[config.mk]
export PLATFORM = sky130hd
export DESIGN_NAME = event_triggered_down_timer
export DESIGN_NICKNAME = d
export VERILOG_FILES = /design/src/core/timer_pkg.sv /design/src/core/event_triggered_down_timer.sv /design/src/core/timer_event_gate.sv /design/src/core/timer_prescaler.sv
export SDC_FILE = /design/constraint.sdc
export NUM_CORES = 1
export LEC_CHECK = 0
export BUFFER_PORTS_ARGS = -buffer_cell sky130_fd_sc_hd__buf_4
export CORE_ASPECT_RATIO = 1.2
export CORE_MARGIN = 2
export CORE_UTILIZATION = 40
export CTS_BUF_LIST = sky130_fd_sc_hd__clkbuf_4
export CTS_CLUSTER_DIAMETER = 100
export DETAILED_ROUTE_END_ITERATION = 6
export PLACE_DENSITY = 0.68
export SETUP_SLACK_MARGIN = 0.3
export SLEW_MARGIN = 20
export SYNTH_ARGS = -nofsm -noshare
export SYNTH_HDL_FRONTEND = slang
export SYNTH_HIERARCHICAL = 1
export SYNTH_SLANG_ARGS = --single-unit
[constraint.sdc]
create_clock -name clk_sys -period 2.25 [get_ports clk_sys]
set_input_delay 0.1125 -clock clk_sys [delete_from_list [all_inputs] [get_ports clk_sys]]
set_output_delay 0.1125 -clock clk_sys [all_outputs]
set_load 0.03 [all_outputs]
[src/core/timer_pkg.sv]
// Functional notes
// - Running nonzero count decrements each timer tick
// - Auto-reload: at one, reload instead of zero
// - Enabled start event loads preload and starts
// - Every start event with no stop in its cycle retriggers from preload
// - Enabled stop events or zero halt counter
// - Preload or settings writes leave count untouched
// - Software stop never raises expiry request
// - Tick is clock divided by two^exp, exp<=21
// - Active flag set on start, cleared on stop
// - Current count always readable by software
// - Reaching zero without stop raises expiry request
// - Early stop event halts without expiry request
// - Auto-reload gives one request per period
// - Request on step one-to-zero or one-to-preload
package timer_pkg;

  // ----------------------------------------------------------------
  // Register map
  // ----------------------------------------------------------------
  localparam logic [5:0] ADDR_AUX_STATUS = 6'h05;
  localparam logic [5:0] ADDR_CMD_CONTROL = 6'h09;
  localparam logic [5:0] ADDR_COUNT_READBACK = 6'h0C;
  localparam logic [5:0] ADDR_PRESCALE_CONFIG = 6'h2A;
  localparam logic [5:0] ADDR_EVENT_SELECT = 6'h2B;
  localparam logic [5:0] ADDR_PRELOAD_VALUE = 6'h2C;

  // ----------------------------------------------------------------
  // Field positions
  // ----------------------------------------------------------------
  localparam int BIT_ACTIVE_FLAG = 7;
  localparam int BIT_SW_START = 1;
  localparam int BIT_SW_STOP = 2;
  localparam int BIT_AUTO_RELOAD = 5;
  localparam int EXP_LSB = 0;
  localparam int EXP_W = 5;
  localparam int BIT_START_TX_FIRST = 0;
  localparam int BIT_START_TX_LAST = 1;
  localparam int BIT_STOP_RX_FIRST = 2;
  localparam int BIT_STOP_RX_LAST = 3;

  // ----------------------------------------------------------------
  // Values after reset and limits
  // ----------------------------------------------------------------
  localparam logic [7:0] RST_PRESCALE_CONFIG = 8'h00;
  localparam logic [7:0] RST_EVENT_SELECT = 8'h00;
  localparam logic [7:0] RST_PRELOAD_VALUE = 8'h00;
  localparam logic [7:0] RST_COUNT = 8'h00;
  localparam logic [4:0] MAX_DIVIDER_EXP = 5'h15;
  localparam int PRESCALE_CNT_W = 22;

  // Nominal chip clock, kept for reference; the divider runs from clk_sys
  localparam int CHIP_CLK_KHZ = 13560;
  localparam int SYS_CLK_KHZ = 20000;

endpackage

[src/core/event_triggered_down_timer.sv]
module event_triggered_down_timer (
  // Clock and reset
  input wire logic clk_sys,
  input wire logic rst,
  // Register port
  input wire logic [5:0] reg_addr,
  input wire logic reg_wr,
  input wire logic reg_rd,
  input wire logic [7:0] reg_wdata,
  output logic [7:0] reg_rdata,
  // Transmitter and receiver events
  input wire logic tx_first_bit_event,
  input wire logic tx_last_bit_event,
  input wire logic rx_first_bit_event,
  input wire logic rx_last_bit_event,
  // Timer status
  output logic count_expired_irq,
  output logic count_active_flag,
  output logic [7:0] current_count
);

  // ----------------------------------------------------------------
  // Declarations
  // ----------------------------------------------------------------
  logic [7:0] timer_prescale_config;
  logic [7:0] timer_event_select;
  logic [7:0] timer_preload_value;
  logic sw_start_now;
  logic sw_stop_now;
  logic tick;
  logic start_any;
  logic stop_any;
  logic auto_reload_enable;
  logic [4:0] clock_divider_exp;
  logic [7:0] reload_count;
  logic [7:0] next_count;
  logic next_active;
  logic next_irq;
  logic wr_control;

  assign auto_reload_enable = timer_prescale_config[timer_pkg::BIT_AUTO_RELOAD];
  assign clock_divider_exp = timer_prescale_config[timer_pkg::EXP_LSB +: timer_pkg::EXP_W];
  assign reload_count = timer_preload_value;
  assign wr_control = reg_wr && (reg_addr == timer_pkg::ADDR_CMD_CONTROL);

  // ----------------------------------------------------------------
  // Configuration registers
  // ----------------------------------------------------------------
  // Plain storage: none of these touch the running count directly
  always_ff @(posedge clk_sys)
  begin
    if (rst)
    begin
      timer_prescale_config <= timer_pkg::RST_PRESCALE_CONFIG;
      timer_event_select <= timer_pkg::RST_EVENT_SELECT;
      timer_preload_value <= timer_pkg::RST_PRELOAD_VALUE;
    end
    else if (reg_wr)
    begin
      case (reg_addr)
        timer_pkg::ADDR_PRESCALE_CONFIG: timer_prescale_config <= reg_wdata & 8'h3F;
        timer_pkg::ADDR_EVENT_SELECT: timer_event_select <= reg_wdata & 8'h0F;
        timer_pkg::ADDR_PRELOAD_VALUE: timer_preload_value <= reg_wdata;
        default: ;
      endcase
    end
  end

  // ----------------------------------------------------------------
  // Software commands
  // ----------------------------------------------------------------
  // Command bits live one cycle only, so each write is one event
  always_ff @(posedge clk_sys)
  begin
    if (rst)
    begin
      sw_start_now <= 1'b0;
      sw_stop_now <= 1'b0;
    end
    else
    begin
      sw_start_now <= wr_control && reg_wdata[timer_pkg::BIT_SW_START];
      sw_stop_now <= wr_control && reg_wdata[timer_pkg::BIT_SW_STOP];
    end
  end

  // ----------------------------------------------------------------
  // Event combination and timer clock
  // ----------------------------------------------------------------
  timer_event_gate #(
    .N(3)
  ) start_gate (
    .events({sw_start_now, tx_last_bit_event, tx_first_bit_event}),
    .enables({1'b1, timer_event_select[timer_pkg::BIT_START_TX_LAST],
              timer_event_select[timer_pkg::BIT_START_TX_FIRST]}),
    .hit(start_any)
  );

  timer_event_gate #(
    .N(3)
  ) stop_gate (
    .events({sw_stop_now, rx_last_bit_event, rx_first_bit_event}),
    .enables({1'b1, timer_event_select[timer_pkg::BIT_STOP_RX_LAST],
              timer_event_select[timer_pkg::BIT_STOP_RX_FIRST]}),
    .hit(stop_any)
  );

  // Prescaler phase restarts on each start, so every period is whole
  timer_prescaler #(
    .CNT_W(timer_pkg::PRESCALE_CNT_W)
  ) prescaler (
    .clk_sys(clk_sys),
    .rst(rst),
    .restart(start_any),
    .exp_sel(clock_divider_exp),
    .tick(tick)
  );

  // ----------------------------------------------------------------
  // Counter next state
  // ----------------------------------------------------------------
  // Stop beats start in the same cycle; an early stop also swallows
  // the expiry that the same tick would have raised
  always_comb
  begin
    next_count = current_count;
    next_active = count_active_flag;
    next_irq = 1'b0;
    if (stop_any)
    begin
      next_active = 1'b0;
    end
    else if (start_any)
    begin
      next_count = reload_count;
      next_active = 1'b1;
    end
    else if (count_active_flag && tick)
    begin
      if (current_count == 8'h01)
      begin
        next_irq = 1'b1;
        if (auto_reload_enable)
        begin
          next_count = reload_count;
        end
        else
        begin
          next_count = 8'h00;
          next_active = 1'b0;
        end
      end
      else if (current_count == 8'h00)
      begin
        // A zero preload just halts; no step from one, so no request
        next_active = 1'b0;
      end
      else
      begin
        next_count = current_count - 8'h01;
      end
    end
  end

  // ----------------------------------------------------------------
  // Counter state
  // ----------------------------------------------------------------
  // Count value changes only through the next-state logic above
  always_ff @(posedge clk_sys)
  begin
    if (rst)
    begin
      current_count <= timer_pkg::RST_COUNT;
    end
    else
    begin
      current_count <= next_count;
    end
  end

  // Running flag
  always_ff @(posedge clk_sys)
  begin
    if (rst)
    begin
      count_active_flag <= 1'b0;
    end
    else
    begin
      count_active_flag <= next_active;
    end
  end

  // Expiry request: one-cycle pulse for the chip's interrupt unit
  always_ff @(posedge clk_sys)
  begin
    if (rst)
    begin
      count_expired_irq <= 1'b0;
    end
    else
    begin
      count_expired_irq <= next_irq;
    end
  end

  // ----------------------------------------------------------------
  // Register readback
  // ----------------------------------------------------------------
  // Registered read data; command bits and unmapped addresses read zero
  always_ff @(posedge clk_sys)
  begin
    if (rst)
    begin
      reg_rdata <= 8'h00;
    end
    else if (reg_rd)
    begin
      case (reg_addr)
        timer_pkg::ADDR_AUX_STATUS: reg_rdata <= {count_active_flag, 7'h00};
        timer_pkg::ADDR_CMD_CONTROL: reg_rdata <= 8'h00;
        timer_pkg::ADDR_COUNT_READBACK: reg_rdata <= current_count;
        timer_pkg::ADDR_PRESCALE_CONFIG: reg_rdata <= timer_prescale_config;
        timer_pkg::ADDR_EVENT_SELECT: reg_rdata <= timer_event_select;
        timer_pkg::ADDR_PRELOAD_VALUE: reg_rdata <= timer_preload_value;
        default: reg_rdata <= 8'h00;
      endcase
    end
  end

  logic quiet;
  assign quiet = !start_any && !stop_any;
endmodule

[src/core/timer_event_gate.sv]
module timer_event_gate #(
  parameter int N = 3
) (
  // Events and their enables
  input wire logic [N-1:0] events,
  input wire logic [N-1:0] enables,
  // Combined event
  output logic hit
);

  // Any enabled event counts; an always-on source ties its enable high
  assign hit = |(events & enables);

endmodule

[src/core/timer_prescaler.sv]
module timer_prescaler #(
  parameter int CNT_W = timer_pkg::PRESCALE_CNT_W
) (
  // Clock and reset
  input wire logic clk_sys,
  input wire logic rst,
  // Control
  input wire logic restart,
  input wire logic [4:0] exp_sel,
  // Enable out
  output logic tick
);

  logic [CNT_W-1:0] phase;
  logic [CNT_W-1:0] mask;
  logic [4:0] exp_eff;

  // Out-of-range exponents clamp so the mask never exceeds the counter
  assign exp_eff = (exp_sel > timer_pkg::MAX_DIVIDER_EXP) ? timer_pkg::MAX_DIVIDER_EXP
                                                          : exp_sel;
  assign mask = ~({CNT_W{1'b1}} << exp_eff);
  assign tick = ((phase & mask) == mask);

  // Free-running phase; a restart aligns the first tick to the load
  always_ff @(posedge clk_sys)
  begin
    if (rst || restart)
    begin
      phase <= '0;
    end
    else
    begin
      phase <= phase + {{(CNT_W-1){1'b0}}, 1'b1};
    end
  end

endmodule

After elaboration in Yosys (flattened, before gate mapping)
Cells that the tools add are included.
W data, S select, Z words.
- flip-flop bits (word level): 60
- bits of input ports: 22
- output and inout port bits: 18
- word-level logic and storage cells: 60
- add/sub/neg operators: 2
- order comparisons: 1
- equal/unequal tests: 10
- shifts and indexed selects: 1
- muxes and demuxes: 13
- bitwise operators: 6
- reductions and logical operators: 17
- operator list (cell ; number):
    $mux W8 ; 5
    $pmux W8 S5 ; 1
    $add A22 B1 Y22 const B ; 1
    $and A22 B22 Y22 ; 1
    $eq A22 B22 Y1 ; 1
    $not A22 Y22 ; 1
    $shl A22 B5 Y22 const A ; 1
    $eq A6 B6 Y1 const B ; 3
    $eq A6 B4 Y1 const B ; 2
    $eq A8 B1 Y1 const B ; 1
    $logic_not A8 Y1 ; 1
    $reduce_or A8 Y1 ; 1
    $sub A8 B1 Y8 const B ; 1
    $and A3 B3 Y3 ; 2
    $eq A6 B3 Y1 const B ; 1
    $mux W1 ; 6
    $ne A3 B2 Y1 const B ; 2
    $reduce_and A2 Y1 ; 3
    $reduce_and A3 Y1 ; 2
    $reduce_or A3 Y1 ; 2
    $gt A5 B5 Y1 const B ; 1
    $mux W5 ; 1
    $logic_and A1 B1 Y1 ; 4
    $reduce_or A4 Y1 ; 1
    other kinds (4) ; 5

Longest topological paths before layout
- word-level depth: 9
- depth in mapped cells: 10

Cells and area by module
The synthesis kept the hierarchy.
- modules (own cells, without submodules) (module ; times used ; cells an instance ; area each (µm²) ; sequential area each (µm²)):
    event_triggered_down_timer ; 1 ; 227 ; 1926.8 ; 760.7
    timer_prescaler ; 1 ; 147 ; 1161.1 ; 420.4
    timer_event_gate ; 2 ; 2 ; 13.8 ; 0.0

Worst setup path before layout
No wires, ideal clock.
- path type: reg2reg
- start point: register prescaler.phase[6]
- end point: register current_count[5]
- data arrival time: 2.112 ns
- required time: 2.106 ns
- slack: -0.006 ns
- stages on the path, launching flop included: 11
- buffers on the path: 1
- period minus slack after synthesis: 2.256 ns
- path through: dfxtp_1 > clkbuf_1 > nand3_1 > a21o_1 > o31ai_1 > nand2_1 > nor3_1 > a21oi_1 > or2_2 > nor2_1 > a311oi_1
- word-level cells in the longest chain between the ends: 5
- RTL lines (element ; RTL line ; source):
    start: declaration ; timer_prescaler.sv:14 ; logic [CNT_W-1:0] phase;
    start signal: assignment ; timer_prescaler.sv:33 ; phase <= phase + {{(CNT_W-1){1'b0}}, 1'b1};
    $and A22 B22 Y22 ; timer_prescaler.sv:22 ; assign tick = ((phase & mask) == mask);
    $eq A22 B22 Y1 ; timer_prescaler.sv:22 ;
    net tick ; event_triggered_down_timer.sv:30 ; logic tick;
    $logic_and A1 B1 Y1 ; event_triggered_down_timer.sv:138 ; else if (count_active_flag && tick)
    $reduce_bool A2 Y1 (no line) ; n/a ;
    $reduce_and A3 Y1 (no line) ; n/a ;
    end signal: assignment ; event_triggered_down_timer.sv:173 ; current_count <= timer_pkg::RST_COUNT;
    end signal: assignment ; event_triggered_down_timer.sv:177 ; current_count <= next_count;
    end: declaration ; event_triggered_down_timer.sv:19 ; output logic [7:0] current_count
The timed path passes the listed nets, and every way through them passes these cells.
A chain may end at the register's enable or synchronous reset.

Final worst setup path
- start point: register timer_event_select[0]
- end point: register current_count[6]
- word-level cells in the longest chain between the ends: 4
- elaborated cells between the ends (all ways): 6
- classes of those cells: 1 x eq/ne; 1 x mux; 1 x bitwise; 3 x reduce/logical
- RTL lines (element ; RTL line ; source):
    start: declaration ; event_triggered_down_timer.sv:26 ; logic [7:0] timer_event_select;
    start signal: assignment ; event_triggered_down_timer.sv:55 ; timer_event_select <= timer_pkg::RST_EVENT_SELECT;
    start signal: assignment ; event_triggered_down_timer.sv:62 ; timer_pkg::ADDR_EVENT_SELECT: timer_event_select <= reg_wdata & 8'h0F;
    $and A3 B3 Y3 * ; timer_event_gate.sv:12 ; assign hit = |(events & enables);
    $reduce_or A3 Y1 * ; timer_event_gate.sv:12 ;
    net start_any ; event_triggered_down_timer.sv:31 ; logic start_any;
    $ne A3 B2 Y1 (no line) / $reduce_bool A2 Y1 (equally long branches) ; n/a ;
    $reduce_and A3 Y1 (no line) ; n/a ;
The timed path passes the listed nets; every way through them passes the cells marked *.

==> summary.md <==
| Metric | Value |
|---|---|
| EDFF count, synth | `0` |
| Post-synthesis mux area share | `0.0321` |
| Top-area cell type share of the netlist area | `0.379` |
| Worst setup SP type | `register` |
| Yosys top cell by area | `dfxtp_1` |
| CTS tree | `yes` |
| Simple-Gate Fraction of Synth Area | `0.291` |
| Worst IR drop on VDD | `0.000326 V` |
| Cells after synthesis | `378` |
| Fin crit period | `2.09 ns` |
| Fraction of registers with async set/reset | `0` |
| ANT cells | `0` |
| Total vias in the final route | `3,112` |
| Leak pwr | `1.60 nW` |
| Worst hold path type | `in -> reg` |
| Drt via density | `5.71` |
| Synth Register Bits | `59` |
| Largest family of logic cells by synthesized area | `simple AND/OR/NAND/NOR gates` |
| Worst skew pair latency | `0.41 ns` |
| H-tree Lvls | `3` |
| Die W | `84.6 µm` |
| Outcome | `finished, final reports clean` |
| Sequential area share after synthesis | `0.379` |
| Pwr dens | `487 nW/µm²` |
| Combinational power share | `0.066` |
| Synth top area cells | `dfxtp_1, nand3_1, a21oi_1, nor2_1, nand2_1` |
| Remaining DRCs | `0` |
| Largest net degree at the start of global routing | `34` |
| Vias in the first global route | `3,161` |
| Routability Congestion | `0.864` |
| Ports | `40` |
| Dpl ws | `0.0815 ns` |
| DR WL/cell | `16.4 µm` |
| CP endpoint kind | `register` |
| Switching Fraction | `0.261` |
| Min Hold Slack | `0.0532 ns` |
| Worst slew pin tran | `0.540 ns` |
| Fillers | `757` |
| Die area | `8510 µm²` |
| Max Cap Viol | `0` |
| Worst-path fanout max | `7` |
| First-pass GRT wire length | `14,600 µm` |
| Share of cells above drive strength 1 | `0.265` |
| Core area | `7620 µm²` |
| TritonCTS Sinks | `59` |
| Sequential share of power | `0.541` |
| Detailed Routing Iterations Pass 1 | `5` |
| Worst Path Required | `2.56 ns` |
| Commonest non-fill, non-tap cells in the layout | `buf_4, dfxtp_1, nor2_1, nand3_1, a21oi_1` |
| GRT overflow | `0` |
| Syn avg cell area | `8.24 µm²` |
| Switching power | `0.000509 W` |
| Mapped Area | `3120 µm²` |
| Top_reg_cell synth | `dfxtp_1` |
| Unique masters post-synth | `55` |
| DPL Wire Length | `6180 µm` |
| Synth Area in Adders | `0.0161` |
| Root Driver | `clkbuf_4` |
| Total Nets Final | `474` |
| P&R area growth vs syn | `28.4%` |
| Clock buffer depth | `2` |
| Die Y-Extent | `101 µm` |
| Final worst setup slack | `0.159 ns` |
| Final period util | `0.929` |
| Initial antenna violation count | `0` |
| Final Routed Wirelength | `8940 µm` |
| Final instance area | `4000 µm²` |
| Fmax achieved | `478 MHz` |
| Multi-input logic area | `1920 µm²` |
| Reg area | `1200 µm²` |
| Setup TNS | `0 ns` |
| Placed instance area | `3620 µm²` |
| TritonCTS Buffers | `9` |
| Placement row count | `35` |
| Unrepaired setup endpoints after global routing | `true` |
| Clock Skew | `0.0149 ns` |
| CP Class | `reg -> reg` |
| DR iter-0 viols | `141` |
| Port buffer count | `39` |
| Clock power share | `0.393` |
| Commonest non-fill, non-tap cell in the layout | `buf_4` |
| GRT Resource Usage Total | `0.215` |
| YS warnings | `6` |
| Fin. max-slew vios | `0` |
| Slew HR | `0.640` |
| Routed Antenna Nets | `0` |
| Compound-cell area share of the yosys netlist | `0.192` |
| Worst endpoint data arrival time | `2.41 ns` |
| P_int | `0.00144 W` |
| Final hold vios | `0` |
| Xor/xnor share of the synthesized area | `0.0478` |
| Reg clk slew, reported paths | `0.11 ns` |
| Starting Density | `0.409` |
| # setup viols final | `0` |
-- per-layer routing --
metal  global-route usage  part of all wire  vias up
met3               0.0336             0.041       31
met5                    0                 0        -
met1                0.244              0.41     1460
li1                     -                 -     1527
met4                0.131             0.044        0
met2                0.377              0.50       94
-- flip-flops by register name (all words and copies together), names as in the netlist --
name                   count
prescaler/phase           21
current_count              8
reg_rdata                  8
reload_count               8
timer_prescale_config      6
timer_event_select         4
count_active_flag          1
count_expired_irq          1
sw_start_now               1
sw_stop_now                1
-- power by group through the flow --
stage	Combinational (W)	Clock (W)	Sequential [W]
floorplan	0.0000525	0	0.00108
global placement	0.000110	0	0.00108
detailed placement	0.000112	0	0.00108
CTS	0.000126	0.000787	0.00106
global route	0.000140	0.000827	0.00106
finish	0.000128	0.000765	0.00105
-- worst paths after layout --
path	startpoint	slack [ns]	endpoint	cells after the start
setup / recovery	timer_event_select[0]$_SDFFE_PP0P_	0.16	current_count[6]$_SDFFE_PP0P_	6
hold / removal	reg_wr	0.05	reload_count[1]$_SDFFE_PP0P_	3
setup reg to reg	timer_event_select[0]$_SDFFE_PP0P_	0.16	current_count[6]$_SDFFE_PP0P_	6
hold reg to reg	reg_rdata[7]$_SDFFE_PP0P_	0.47	reg_rdata[7]$_SDFFE_PP0P_	2
-- cell usage after synthesis (all sizes together), types with 8 or more instances --
cell	instances
mux2i	10
xnor2	8
nand3	38
clkbuf	11
nand2	27
dfxtp	59
o21ai	17
nor2	41
inv	16
xor2	9
a21oi	31
nand4	8
-- layout make-up --
class | instances | share of cell area
inverters | 16 | 0.0156
clock inverters | 7 | 0.0169
flip-flops and latches | 59 | 0.301
well taps | 92 | 0.0288
repair buffers | 72 | 0.141
clock buffers | 9 | 0.0169
multi-input cells | 290 | 0.479
-- per-stage QoR --
| step | utilization | power (W) | cells |
|---|---|---|---|
| floorplan | - | 0.00113 | 379 |
| global placement | 0.475 | 0.00119 | 513 |
| detailed placement | 0.475 | 0.00120 | 513 |
| CTS | 0.517 | 0.00197 | 544 |
| global route | 0.525 | 0.00202 | 545 |
| finish | 0.525 | 0.00195 | 545 |
-- cell families after synthesis --
family,after synthesis
mux,10
simple gates,166
other cells,1
compound gates,91
buf+inv,30
flops,59
xor+xnor,17
fa+ha+maj,4
-- critical path, stage by stage (launching register included) --
cell and delay, ns:
dfxtp_1 0.35, a222oi_1 0.54, inv_1 0.18, nor3b_1 0.34, and3_2 0.28, nor2_4 0.08, a311oi_1 0.22
-- repair_timing --
item / 4_1_cts / 5_1_grt
endpoints found under the setup margin: 10 / 10
buffers inserted: 7 / 1
pin swaps: 12 / 10
hold buffers: 8 / 0
endpoints found under the hold margin: 20 / 0
gates resized for setup: 18 / 13
(Power assumes the default switching activity.)
